$ cat config.mk
export PLATFORM = sky130hd
export DESIGN_NAME = tpp_panel
export DESIGN_NICKNAME = d
export VERILOG_FILES = /design/src/design/tpp_pkg.sv /design/src/design/tpp_panel.sv
export SDC_FILE = /design/constraint.sdc
export NUM_CORES = 2
export LEC_CHECK = 0
export BUFFER_PORTS_ARGS = -buffer_cell sky130_fd_sc_hd__buf_4
export CAP_MARGIN = 40
export CORE_MARGIN = 3
export CORE_UTILIZATION = 60
export CTS_CLUSTER_DIAMETER = 80
export DETAILED_ROUTE_END_ITERATION = 8
export PLACE_DENSITY = 0.89
export SYNTH_ARGS = -nofsm -noshare
export SYNTH_HDL_FRONTEND = slang
export SYNTH_SLANG_ARGS = --single-unit
$ cat constraint.sdc
create_clock -name hclk -period 239.3 [get_ports hclk]
set_input_delay 11.965 -clock hclk [delete_from_list [all_inputs] [get_ports hclk]]
set_output_delay 11.965 -clock hclk [all_outputs]
set_load 0.03 [all_outputs]
$ cat src/design/tpp_pkg.sv
// tpp_pkg: constants and types for the cooler parameter panel logic
// assumes a 10 MHz hclk and debounced-free raw front-panel levels
package tpp_pkg;
    localparam int CLK_HZ = 10_000_000;
    localparam int HOLD_S = 3;
    localparam int HOLD_CYC = CLK_HZ * HOLD_S;
    localparam int FLASH1_HZ = 1;
    localparam int FLASH2_HZ = 2;
    localparam int HALF1_CYC = CLK_HZ / (2 * FLASH1_HZ);
    localparam int HALF2_CYC = CLK_HZ / (2 * FLASH2_HZ);
    // coefficient in thousandths, signed 16 bits
    localparam logic signed [15:0] COEF_MAX = 16'sh270f;
    localparam logic signed [15:0] COEF_MIN = -16'sh270f;
    localparam logic [15:0] VAL_MAX = 16'hffff;
    localparam logic [2:0] GAIN_LAST = 3'h5;
    localparam logic [7:0] PCT_FULL = 8'h64;
    // bus map, byte addresses
    localparam logic [7:0] A_CTRL = 8'h00;
    localparam logic [7:0] A_STAT = 8'h04;
    localparam logic [7:0] A_LIM = 8'h08;
    localparam logic [7:0] A_THI = 8'h0c;
    localparam logic [7:0] A_C1 = 8'h10;
    localparam logic [7:0] A_C2 = 8'h14;
    localparam logic [7:0] A_C3 = 8'h18;
    localparam logic [7:0] A_GAIN = 8'h1c;
    localparam logic [7:0] A_MEAS = 8'h20;
    // ctrl bits
    localparam int C_ADJ_TEC = 0;
    localparam int C_REMOTE = 1;
    localparam int C_THI_OFF_DIS = 2;
    localparam int C_BOOSTER = 3;
    localparam int C_ON_TOGGLE = 4;
    localparam int C_MODE_LSB = 5;
    localparam logic [31:0] CTRL_RST = 32'h0000_0008 & 32'h0;
    localparam logic [15:0] LIM_RST = 16'h07d0;
    localparam logic [15:0] THI_RST = 16'h0032;
    typedef enum logic [2:0] {P_LIM, P_THI, P_C1, P_C2, P_C3, P_GAIN} tpp_par_e;
    typedef enum logic [1:0] {S_IDLE, S_SELECT, S_SET} tpp_state_e;
endpackage : tpp_pkg

$ cat src/design/tpp_panel.sv
// tpp_panel: cooler parameter panel, fault lamps and output enable
// assumes raw panel inputs asynchronous; measurements arrive over AHB-Lite
//
// Design decisions made here: the AHB-Lite slave port and the placing of the registers.
`timescale 1ns/100ps
module tpp_panel
    import tpp_pkg::*;
#(
    parameter int HOLD_CYCLES = tpp_pkg::HOLD_CYC,
    parameter int HALF1 = tpp_pkg::HALF1_CYC,
    parameter int HALF2 = tpp_pkg::HALF2_CYC
)
(
    input wire logic hclk,
    input wire logic hresetn,
    input wire logic hsel,
    input wire logic [31:0] haddr,
    input wire logic [1:0] htrans,
    input wire logic hwrite,
    input wire logic [2:0] hsize,
    input wire logic [31:0] hwdata,
    input wire logic hready,
    output logic [31:0] hrdata,
    output logic hreadyout,
    output logic hresp,
    input wire logic select_btn,
    input wire logic set_btn,
    input wire logic knob_up,
    input wire logic knob_down,
    input wire logic sensor_linear,
    input wire logic sensor_open,
    input wire logic module_open,
    input wire logic compliance_hit,
    output logic [5:0] param_lamps,
    output logic display_lamps_off,
    output logic [9:0] bar_graph,
    output logic bar_negative,
    output logic drive_ceiling_lamp,
    output logic temp_limit_lamp,
    output logic sensor_open_lamp,
    output logic cooler_disconnected_lamp,
    output logic cooler_out_on,
    output logic use_linear,
    output logic nv_write,
    output logic [2:0] nv_index,
    output logic [15:0] nv_data
);
    import tpp_pkg::*;

    typedef struct packed {
        logic [9:0] s1;
        logic [9:0] s2;
        logic [9:0] pv;
        tpp_state_e st;
        tpp_par_e par;
        logic [31:0] timer;
        logic [31:0] c1;
        logic [31:0] c2;
        logic ph1;
        logic ph2;
        logic [31:0] ctrl;
        logic [15:0] lim;
        logic [15:0] thi;
        logic [15:0] c1v;
        logic [15:0] c2v;
        logic [15:0] c3v;
        logic [2:0] gain;
        logic [15:0] meas_i;
        logic [15:0] meas_t;
        logic [1:0] mode;
        logic d_wr;
        logic [7:0] d_addr;
        logic [31:0] rdata;
        logic [5:0] plamp;
        logic doff;
        logic [9:0] bar;
        logic bneg;
        logic lamp_i;
        logic lamp_t;
        logic lamp_s;
        logic lamp_m;
        logic on;
        logic lin;
        logic nvw;
        logic [2:0] nvi;
        logic [15:0] nvd;
        logic hro;
        logic hrsp;
    } tpp_s;

    tpp_s q;
    tpp_s n;

    // positions of the panel levels inside the synchroniser word
    localparam int B_CMP = 2;
    localparam int B_MOD = 3;
    localparam int B_SENS = 4;
    localparam int B_LIN = 5;
    localparam int B_SEL = 6;
    localparam int B_SET = 7;
    localparam int B_KUP = 8;
    localparam int B_KDN = 9;

    // one-hot decode of the selected parameter, used for the parameter lamps
    function automatic logic [5:0] par_hot(input tpp_par_e p);
        par_hot = 6'h01 << p;
    endfunction : par_hot

    function automatic logic [15:0] par_val(input tpp_s s);
        case (s.par)
            P_LIM: par_val = s.lim;
            P_THI: par_val = s.thi;
            P_C1: par_val = s.c1v;
            P_C2: par_val = s.c2v;
            P_C3: par_val = s.c3v;
            default: par_val = {13'h0, s.gain};
        endcase
    endfunction : par_val

    function automatic logic [15:0] coef_step(input logic [15:0] v,
                                              input logic up);
        logic signed [16:0] t;
        t = up ? $signed({v[15], v}) + 17'sh1 : $signed({v[15], v}) - 17'sh1;
        if (t > $signed({COEF_MAX[15], COEF_MAX}))
            coef_step = COEF_MAX;
        else if (t < $signed({COEF_MIN[15], COEF_MIN}))
            coef_step = COEF_MIN;
        else
            coef_step = t[15:0];
    endfunction : coef_step

    // bus writes are clamped too, so a stored coefficient is never out of range
    function automatic logic [15:0] coef_fit(input logic [15:0] v);
        if ($signed(v) > COEF_MAX)
            coef_fit = COEF_MAX;
        else if ($signed(v) < COEF_MIN)
            coef_fit = COEF_MIN;
        else
            coef_fit = v;
    endfunction : coef_fit

    function automatic logic [15:0] uns_step(input logic [15:0] v,
                                             input logic up);
        if (up)
            uns_step = (v == VAL_MAX) ? v : v + 16'h1;
        else
            uns_step = (v == 16'h0) ? v : v - 16'h1;
    endfunction : uns_step

    logic [9:0] raw;
    assign raw = {knob_down, knob_up, set_btn, select_btn, sensor_linear,
                  sensor_open, module_open, compliance_hit, 2'h0};

    always_comb
    begin
        logic [9:0] ed;
        logic sel_rise;
        logic set_rise;
        logic set_fall;
        logic k_up;
        logic k_dn;
        logic adj;
        logic at_lim;
        logic at_thi;
        logic [31:0] pct;
        logic [15:0] mag;
        logic [1:0] new_mode;
        // locals start at zero so that no path leaves one unassigned
        pct = 32'h0;
        mag = 16'h0;
        at_lim = 1'b0;
        at_thi = 1'b0;
        new_mode = 2'h0;
        n = q;
        ed = q.s2 & ~q.pv;
        sel_rise = ed[B_SEL];
        set_rise = ed[B_SET];
        set_fall = q.pv[B_SET] & ~q.s2[B_SET];
        k_up = ed[B_KUP];
        k_dn = ed[B_KDN];
        adj = q.ctrl[C_ADJ_TEC];
        n.s1 = raw;
        n.s2 = q.s1;
        n.pv = q.s2;
        n.nvw = 1'b0;
        n.d_wr = 1'b0;
        // free-running dividers: all lamps of one rate flash in step
        if (q.c1 >= 32'(HALF1 - 1))
        begin
            n.c1 = 32'h0;
            n.ph1 = ~q.ph1;
        end
        else
            n.c1 = q.c1 + 32'h1;
        if (q.c2 >= 32'(HALF2 - 1))
        begin
            n.c2 = 32'h0;
            n.ph2 = ~q.ph2;
        end
        else
            n.c2 = q.c2 + 32'h1;
        // panel state machine
        case (q.st)
            S_IDLE:
            begin
                if (sel_rise && adj)
                begin
                    n.st = S_SELECT;
                    n.par = P_LIM;
                    n.timer = 32'h0;
                end
            end
            S_SELECT:
            begin
                // the hold timer only runs with select released
                if (q.s2[B_SEL])
                    n.timer = 32'h0;
                else
                    n.timer = q.timer + 32'h1;
                if (!adj)
                    n.st = S_IDLE;
                else if (sel_rise)
                begin
                    n.par = (q.par == P_GAIN) ? P_LIM
                            : tpp_par_e'(q.par + 3'h1);
                    n.timer = 32'h0;
                end
                else if (set_rise)
                    n.st = S_SET;
                else if (q.timer >= 32'(HOLD_CYCLES - 1))
                    n.st = S_IDLE;
            end
            S_SET:
            begin
                if (k_up ^ k_dn)
                begin
                    case (q.par)
                        P_LIM: n.lim = uns_step(q.lim, k_up);
                        P_THI: n.thi = uns_step(q.thi, k_up);
                        P_C1: n.c1v = coef_step(q.c1v, k_up);
                        P_C2: n.c2v = coef_step(q.c2v, k_up);
                        P_C3: n.c3v = coef_step(q.c3v, k_up);
                        default:
                            if (k_up && q.gain != GAIN_LAST)
                                n.gain = q.gain + 3'h1;
                            else if (k_dn && q.gain != 3'h0)
                                n.gain = q.gain - 3'h1;
                    endcase
                end
                // one storage write per release, however many steps came first
                if (set_fall)
                begin
                    n.nvw = 1'b1;
                    n.nvi = q.par;
                    n.nvd = par_val(q);
                    n.st = S_SELECT;
                    n.timer = 32'h0;
                end
            end
            default: n.st = S_IDLE;
        endcase
        // AHB-Lite slave: zero wait states, always OKAY; both held in flops
        // so that every port of the block leaves a register
        n.hro = 1'b1;
        n.hrsp = 1'b0;
        if (q.d_wr)
        begin
            case (q.d_addr)
                A_CTRL: n.ctrl = hwdata;
                // software may preset values; knob edits start from there
                A_LIM: n.lim = hwdata[15:0];
                A_THI: n.thi = hwdata[15:0];
                A_C1: n.c1v = coef_fit(hwdata[15:0]);
                A_C2: n.c2v = coef_fit(hwdata[15:0]);
                A_C3: n.c3v = coef_fit(hwdata[15:0]);
                // an out-of-range gain index sticks at the top step
                A_GAIN:
                    n.gain = (hwdata[2:0] > GAIN_LAST) ? GAIN_LAST
                             : hwdata[2:0];
                A_MEAS:
                begin
                    n.meas_i = hwdata[15:0];
                    n.meas_t = hwdata[31:16];
                end
                default: n.ctrl = q.ctrl;
            endcase
        end
        if (hsel && hready && htrans[1])
        begin
            n.d_wr = hwrite;
            n.d_addr = haddr[7:0];
            case (haddr[7:0])
                A_CTRL: n.rdata = q.ctrl;
                A_STAT: n.rdata = {24'h0, q.on, q.lamp_m, q.lamp_s, q.lamp_t,
                                   q.lamp_i, q.st == S_SET, q.st == S_SELECT,
                                   q.lin};
                A_LIM: n.rdata = {16'h0, q.lim};
                A_THI: n.rdata = {16'h0, q.thi};
                A_C1: n.rdata = {{16{q.c1v[15]}}, q.c1v};
                A_C2: n.rdata = {{16{q.c2v[15]}}, q.c2v};
                A_C3: n.rdata = {{16{q.c3v[15]}}, q.c3v};
                A_GAIN: n.rdata = {29'h0, q.gain};
                A_MEAS: n.rdata = {q.meas_t, q.meas_i};
                default: n.rdata = 32'h0;
            endcase
        end
        // output enable and faults
        // current magnitude; the sign only drives the polarity lamp
        mag = q.meas_i[15] ? (~q.meas_i + 16'h1) : q.meas_i;
        // limit needs the output on, so a remote shut-off also ends the flash
        at_lim = q.on && (mag >= q.lim);
        at_thi = $signed(q.meas_t) >= $signed(q.thi);
        new_mode = q.ctrl[C_MODE_LSB +: 2];
        n.mode = new_mode;
        if (q.d_wr && q.d_addr == A_CTRL && hwdata[C_ON_TOGGLE])
            n.on = ~q.on;
        if (new_mode != q.mode)
            n.on = 1'b0;
        if (at_lim && q.ctrl[C_REMOTE])
            n.on = 1'b0;
        if (at_thi && !q.ctrl[C_THI_OFF_DIS])
            n.on = 1'b0;
        if (q.s2[B_SENS])
            n.on = 1'b0;
        n.lamp_i = (q.s2[B_CMP] && q.ph2)
                   || (!q.s2[B_CMP] && at_lim && q.ph1);
        n.lamp_t = at_thi && q.ph1;
        n.lamp_s = q.s2[B_SENS] && q.ph1;
        n.lamp_m = q.s2[B_MOD] && !q.ctrl[C_BOOSTER] && q.ph1;
        n.lin = q.s2[B_LIN];
        n.plamp = (q.st == S_IDLE) ? 6'h0 : par_hot(q.par);
        n.doff = q.st != S_IDLE;
        n.bneg = 1'b0;
        n.bar = 10'h0;
        if (q.st != S_IDLE && q.par >= P_C1 && q.par <= P_C3)
            n.bar = 10'h1 << (q.par - P_C1);
        else if (q.on && q.lim != 16'h0)
        begin
            pct = ({16'h0, mag} * 32'(PCT_FULL)) / {16'h0, q.lim};
            if (pct > 32'(PCT_FULL))
                pct = 32'(PCT_FULL);
            n.bar = ~(10'h3ff << pct[7:0] / 8'd10);
            n.bneg = q.meas_i[15];
        end
    end

    always_ff @(posedge hclk or negedge hresetn)
    begin
        if (!hresetn)
        begin
            q <= '0;
            q.lim <= LIM_RST;
            q.thi <= THI_RST;
            q.hro <= 1'b1;
        end
        else
            q <= n;
    end

    assign hrdata = q.rdata;
    assign hreadyout = q.hro;
    assign hresp = q.hrsp;
    assign param_lamps = q.plamp;
    assign display_lamps_off = q.doff;
    assign bar_graph = q.bar;
    assign bar_negative = q.bneg;
    assign drive_ceiling_lamp = q.lamp_i;
    assign temp_limit_lamp = q.lamp_t;
    assign sensor_open_lamp = q.lamp_s;
    assign cooler_disconnected_lamp = q.lamp_m;
    assign cooler_out_on = q.on;
    assign use_linear = q.lin;
    assign nv_write = q.nvw;
    assign nv_index = q.nvi;
    assign nv_data = q.nvd;
endmodule : tpp_panel

# Word-level counts from Yosys, hierarchy flattened
# Cells that the tools add are included.
# classes
n_addsub	18
n_mul	1
n_div	2
magnitude_cmp	17
eq_ne	32
n_shift	3
n_mux	70
bitwise	10
n_reduce_logical	43
# ops
operator	count
$mux W16	25
$pmux W32 S9	1
$mux W83	2
$mux W32	5
$mux W115	1
$add A32 B1 Y32 const B	3
$pmux W32 S3	1
$pmux W16 S5	1
$mux W35	2
$eq A8 B5 Y1 const B	8
$add A16 B2 Y17 const B	3
$gt A17 B15 Y1 const B	3
$lt A17 B15 Y1 const B	3
$mux W17	3
$sub A16 B2 Y17 const B	3
$add A16 B1 Y16 const B	3
$mux W41	1
$mux W20	2
$mux W37	1
$div A23 B16 Y32	1
$eq A16 B16 Y1 const B	2
$eq A8 B4 Y1 const B	4
$ge A16 B16 Y1	2
$ge A32 B22 Y1 const B	1
58 further kinds	115
# word_totals
regBits	361
in_bits	82
output_inout_bits	78

# Depth between registers and ports, before layout
# depth
word_depth	14
depth_mapped	641
ltp_nobuf	590

# Worst setup path after synthesis
# No wires, ideal clock.
# synth_path
path_type	register -> register
startpoint	reg q[111] (netlist name)
endpoint	reg q (netlist bit bar_graph[2])
setup_ns	0.141
arrival_time_ns	103.952
required_ns	239.159
path_slack_ns	135.206
stages_incl_launch_ff	618
n_path_buf	52
path_cell_list	dfrtp_1 > or4_1 > or3_1 > o31ai_1 > xor2_1 > inv_1 > ha_1 > ha_1 > inv_1 > fa_1 > inv_1 > ha_1 > buf_6 > a211oi_1 > nand2_1 > mux2i_1 > a221oi_2 > or3_4 > [582 not listed] > nand2b_1 > a21oi_1 > o21ai_0 > a21oi_1 > nor2b_1 > o21ai_0 > nand2b_1 > a21oi_1 > or4bb_1 > a2111oi_1 > a2111o_1 > and2_1 > nand2_1 > ha_1 > a31o_2 > a211o_1 > a2111oi_0 > o22ai_1
# synth_rtl
element	line	rtl
start: declaration	tpp_panel.sv:91	tpp_s q;
start signal: assignment	tpp_panel.sv:357	q <= n;

==> summary.md <==
| Metric | Value |
|---|---|
| Outcome | finished, final reports clean |
| Clk Latency, worst-skew pair | just under 600 ps |
| Routed wire length | between 150,000 and 200,000 µm |
| RD Place Congestion | 1.05 |
| Via Count | around 60,000 |
| Syn. warnings | 0 |
| Actual slew at the worst max-slew pin | 1030 ps |
| Final hold vios | 0 |
| Largest area contributor in the synthesized netlist | dfrtp_1 |
| Final Non-Filler Cells | 8,890 |
| Crit start category | flip-flop |
| First DRT Iteration DRCs | between 7,000 and 8,000 |
| Cells after Synth | 7,631 |
| Worst Skew | 35.5 ps |
| Top-area cell type share of the netlist area | 0.153 |
| Final count of negative-setup-slack endpoints | 0 |
| DRT antenna net count | 0 |
| Worst path arrival time | 122,870 ps |
| Achievable Freq | 8.17 MHz |
| CTS sink cnt | 357 |
| Worst reg-to-reg path cell count | 576 |
| Crit end category | flip-flop |
| Drt pass-1 iters | 8 |
| Die H | approximately 310 µm |
| Slew Viols, Final | 0 |
| Most common cell in the netlist | nor2_1 |
| Hold WC Path Type | flip-flop to flip-flop |
| Kind of critical path | flip-flop to flip-flop |
| Routed len/inst | between 20 and 25 µm |
| Area Overhead vs Synth | 5.32% |
| Dpl cells | 8,812 |
| Via density | 6.84 |
| Synth top cells by count | 814 x nor2_1, 736 x a21oi_1, 640 x nand2_1 |
| Number of synthesized flops with an enable pin | 0 |
| Syn_area_per_cell | 7.46 µm² |
| DPL Wire Length | ~150,000 µm |
| Share of post-route cells with drive strength above 1 | 0.0913 |
| Initial antenna violation count | 4 |
| Unique masters post-synth | between 150 and 200 |
| DR DRC count | 0 |
| Post-CTS Hold Buffers | 0 |
| Nets | a little over 8,000 |
| Slew margin rel. | 0.307 |
| RSZ-0062 raised after global routing | false |
| Clk root buf | clkbuf_16 |
| Largest net degree at the start of global routing | 106 |
| Number of global-route vias before repair | 56,900 |
| Longest Clk Path Bufs | 3 |
| Share of the clock period used by the worst path | 0.512 |
| Crit-path slowest cell | nor2_2 |
| Dominant synthesized flop cell | dfrtp_1 |
| Hold Crit Depth | 0 |
| Core outline area | 93,600 µm² |
| CTS resizes | 0 |
| Starting Density | 0.608 |
| Largest cells by area after synthesis | dfrtp_1 15%, ha_1 12%, a21oi_1 6.5% |
| Register area share after synthesis | 0.157 |
| First-pass GRT wire length | 305,000 µm |
| # IOs | between 150 and 200 |
| CTS tree | built |
| Clk slew on worst S/H paths | 60 ps |
| Minimum clock period | about 120,000 ps |
| Die area | 98,600 µm² |
| CTS Buf Count | 40 |
| H-tree Lvls | 2 |
| Register bit total from synthesis | 357 |
| Max Cap Violations | 0 |
| TNS Setup | 0 ps |
| Gr usage total | 0.379 |
| Worst path required time | about 240,000 ps |
| GRT overflow | 0 |
| Crit path top cell by count | a21oi_1 |
| Crit-path max FO | 37 |
| Filler instances | 8,119 |
| Post-CTS Setup Bufs | 0 |
| Die W | 314 µm |
| Rows | 112 |
| Worst stage delay on the critical path | 750 ps |
| Synthesized cell area | between 50,000 and 60,000 µm² |
| Asr flop ratio synth | 1.00 |
| IO buf count | 129 |
[worst paths after layout]
| check | start | endpoint | slack, ps |
|---|---|---|---|
| min in group asynchronous | hresetn | hrdata[30]$_DFFE_PN0P_ | 11380 |
| max reg2reg | q[105]$_DFFE_PN0P_ | bar_graph[2]$_DFF_PN0_ | 116880 |
| min | n[22]$_DFF_PN0_ | q[344]$_DFF_PN0_ | 350 |
| min reg2reg | n[22]$_DFF_PN0_ | q[344]$_DFF_PN0_ | 350 |
| max | q[105]$_DFFE_PN0P_ | bar_graph[2]$_DFF_PN0_ | 116880 |
| max in group asynchronous | hresetn | hrdata[8]$_DFFE_PN0P_ | 225960 |
[per-stage QoR]
stage | hold slack, ps | instance area, µm² | util | setup slack (ps)
finish | 346 | 59900 | 0.640 | 116880
global route | 358 | 59900 | 0.640 | 107140
CTS | 348 | 59900 | 0.640 | 119530
detailed placement | 335 | 58500 | 0.625 | 120020
global placement | 334 | 58300 | 0.622 | 121370
floorplan | 331 | 57000 | - | 135210
[registers in the layout, summed over array words and instances (netlist names), 3 cells and up]
register and flops:
bar_graph 10, n 18, hrdata 32, param_lamps 6, q 264, nv_data 16
nv_index 3
[placed cells by master, fill, tap and decap left out, drive strengths merged, types with 121 or more instances in the layout]
cell,count
xnor2,339
a21oi,745
inv,312
dfrtp,348
buf,241
nor3,228
xor2,216
a21o,188
nand2,644
mux2,141
nand3,217
o21ai,569
nor2,822
nand2b,121
ha,544
nand4,133
[kinds of logic (layout without fill, tap and decap cells)]
kind of cell	count (synthesis)	after routing	share of synthesized area
simple gates	2837	2837	0.251
fa+ha+maj	559	559	0.125
compound gates	2455	2455	0.282
mux	221	221	0.0431
other cells	2	24	0.000132
xor+xnor	556	556	0.0868
flops	357	357	0.157
buf+inv	644	627	0.0549
[worst max-delay path: cells and delay by family (launching register included)]
kind | cells | cell delay [ps]
AO/OA/AOI/OAI | 280 | 57800
AND/OR/NAND/NOR | 213 | 42420
XOR/XNOR | 5 | 1550
flip-flops | 1 | 350
buffers and inverters | 33 | 4910
multiplexers | 8 | 2860
adder cells (fa/ha/maj) | 37 | 12180
[routing by layer]
metal  global-route usage  share of wire  vias to the layer above
met5             0.000494        0.00015                        -
met4                0.213          0.066                        4
met3               0.0708           0.10                      754
met2                0.599           0.43                     3433
met1                0.486           0.40                    28500
li1                     -              -                    28100
[cell type report]
class	instances	area [µm²]	area share
Antenna cell	3	7.51	0.000125
Inverter	313	1170	0.0196
Timing Repair Buffer	241	1920	0.0320
Clock buffer	61	1200	0.0200
Clock inverter	12	163	0.00271
Multi-Input combinational cell	6649	45000	0.750
Tap cell	1254	1570	0.0262
Sequential cell	357	8940	0.149
Power is left out: the tool's default activity adds up to more than one toggle a clock period on the data nets, which glitch-free logic cannot reach.
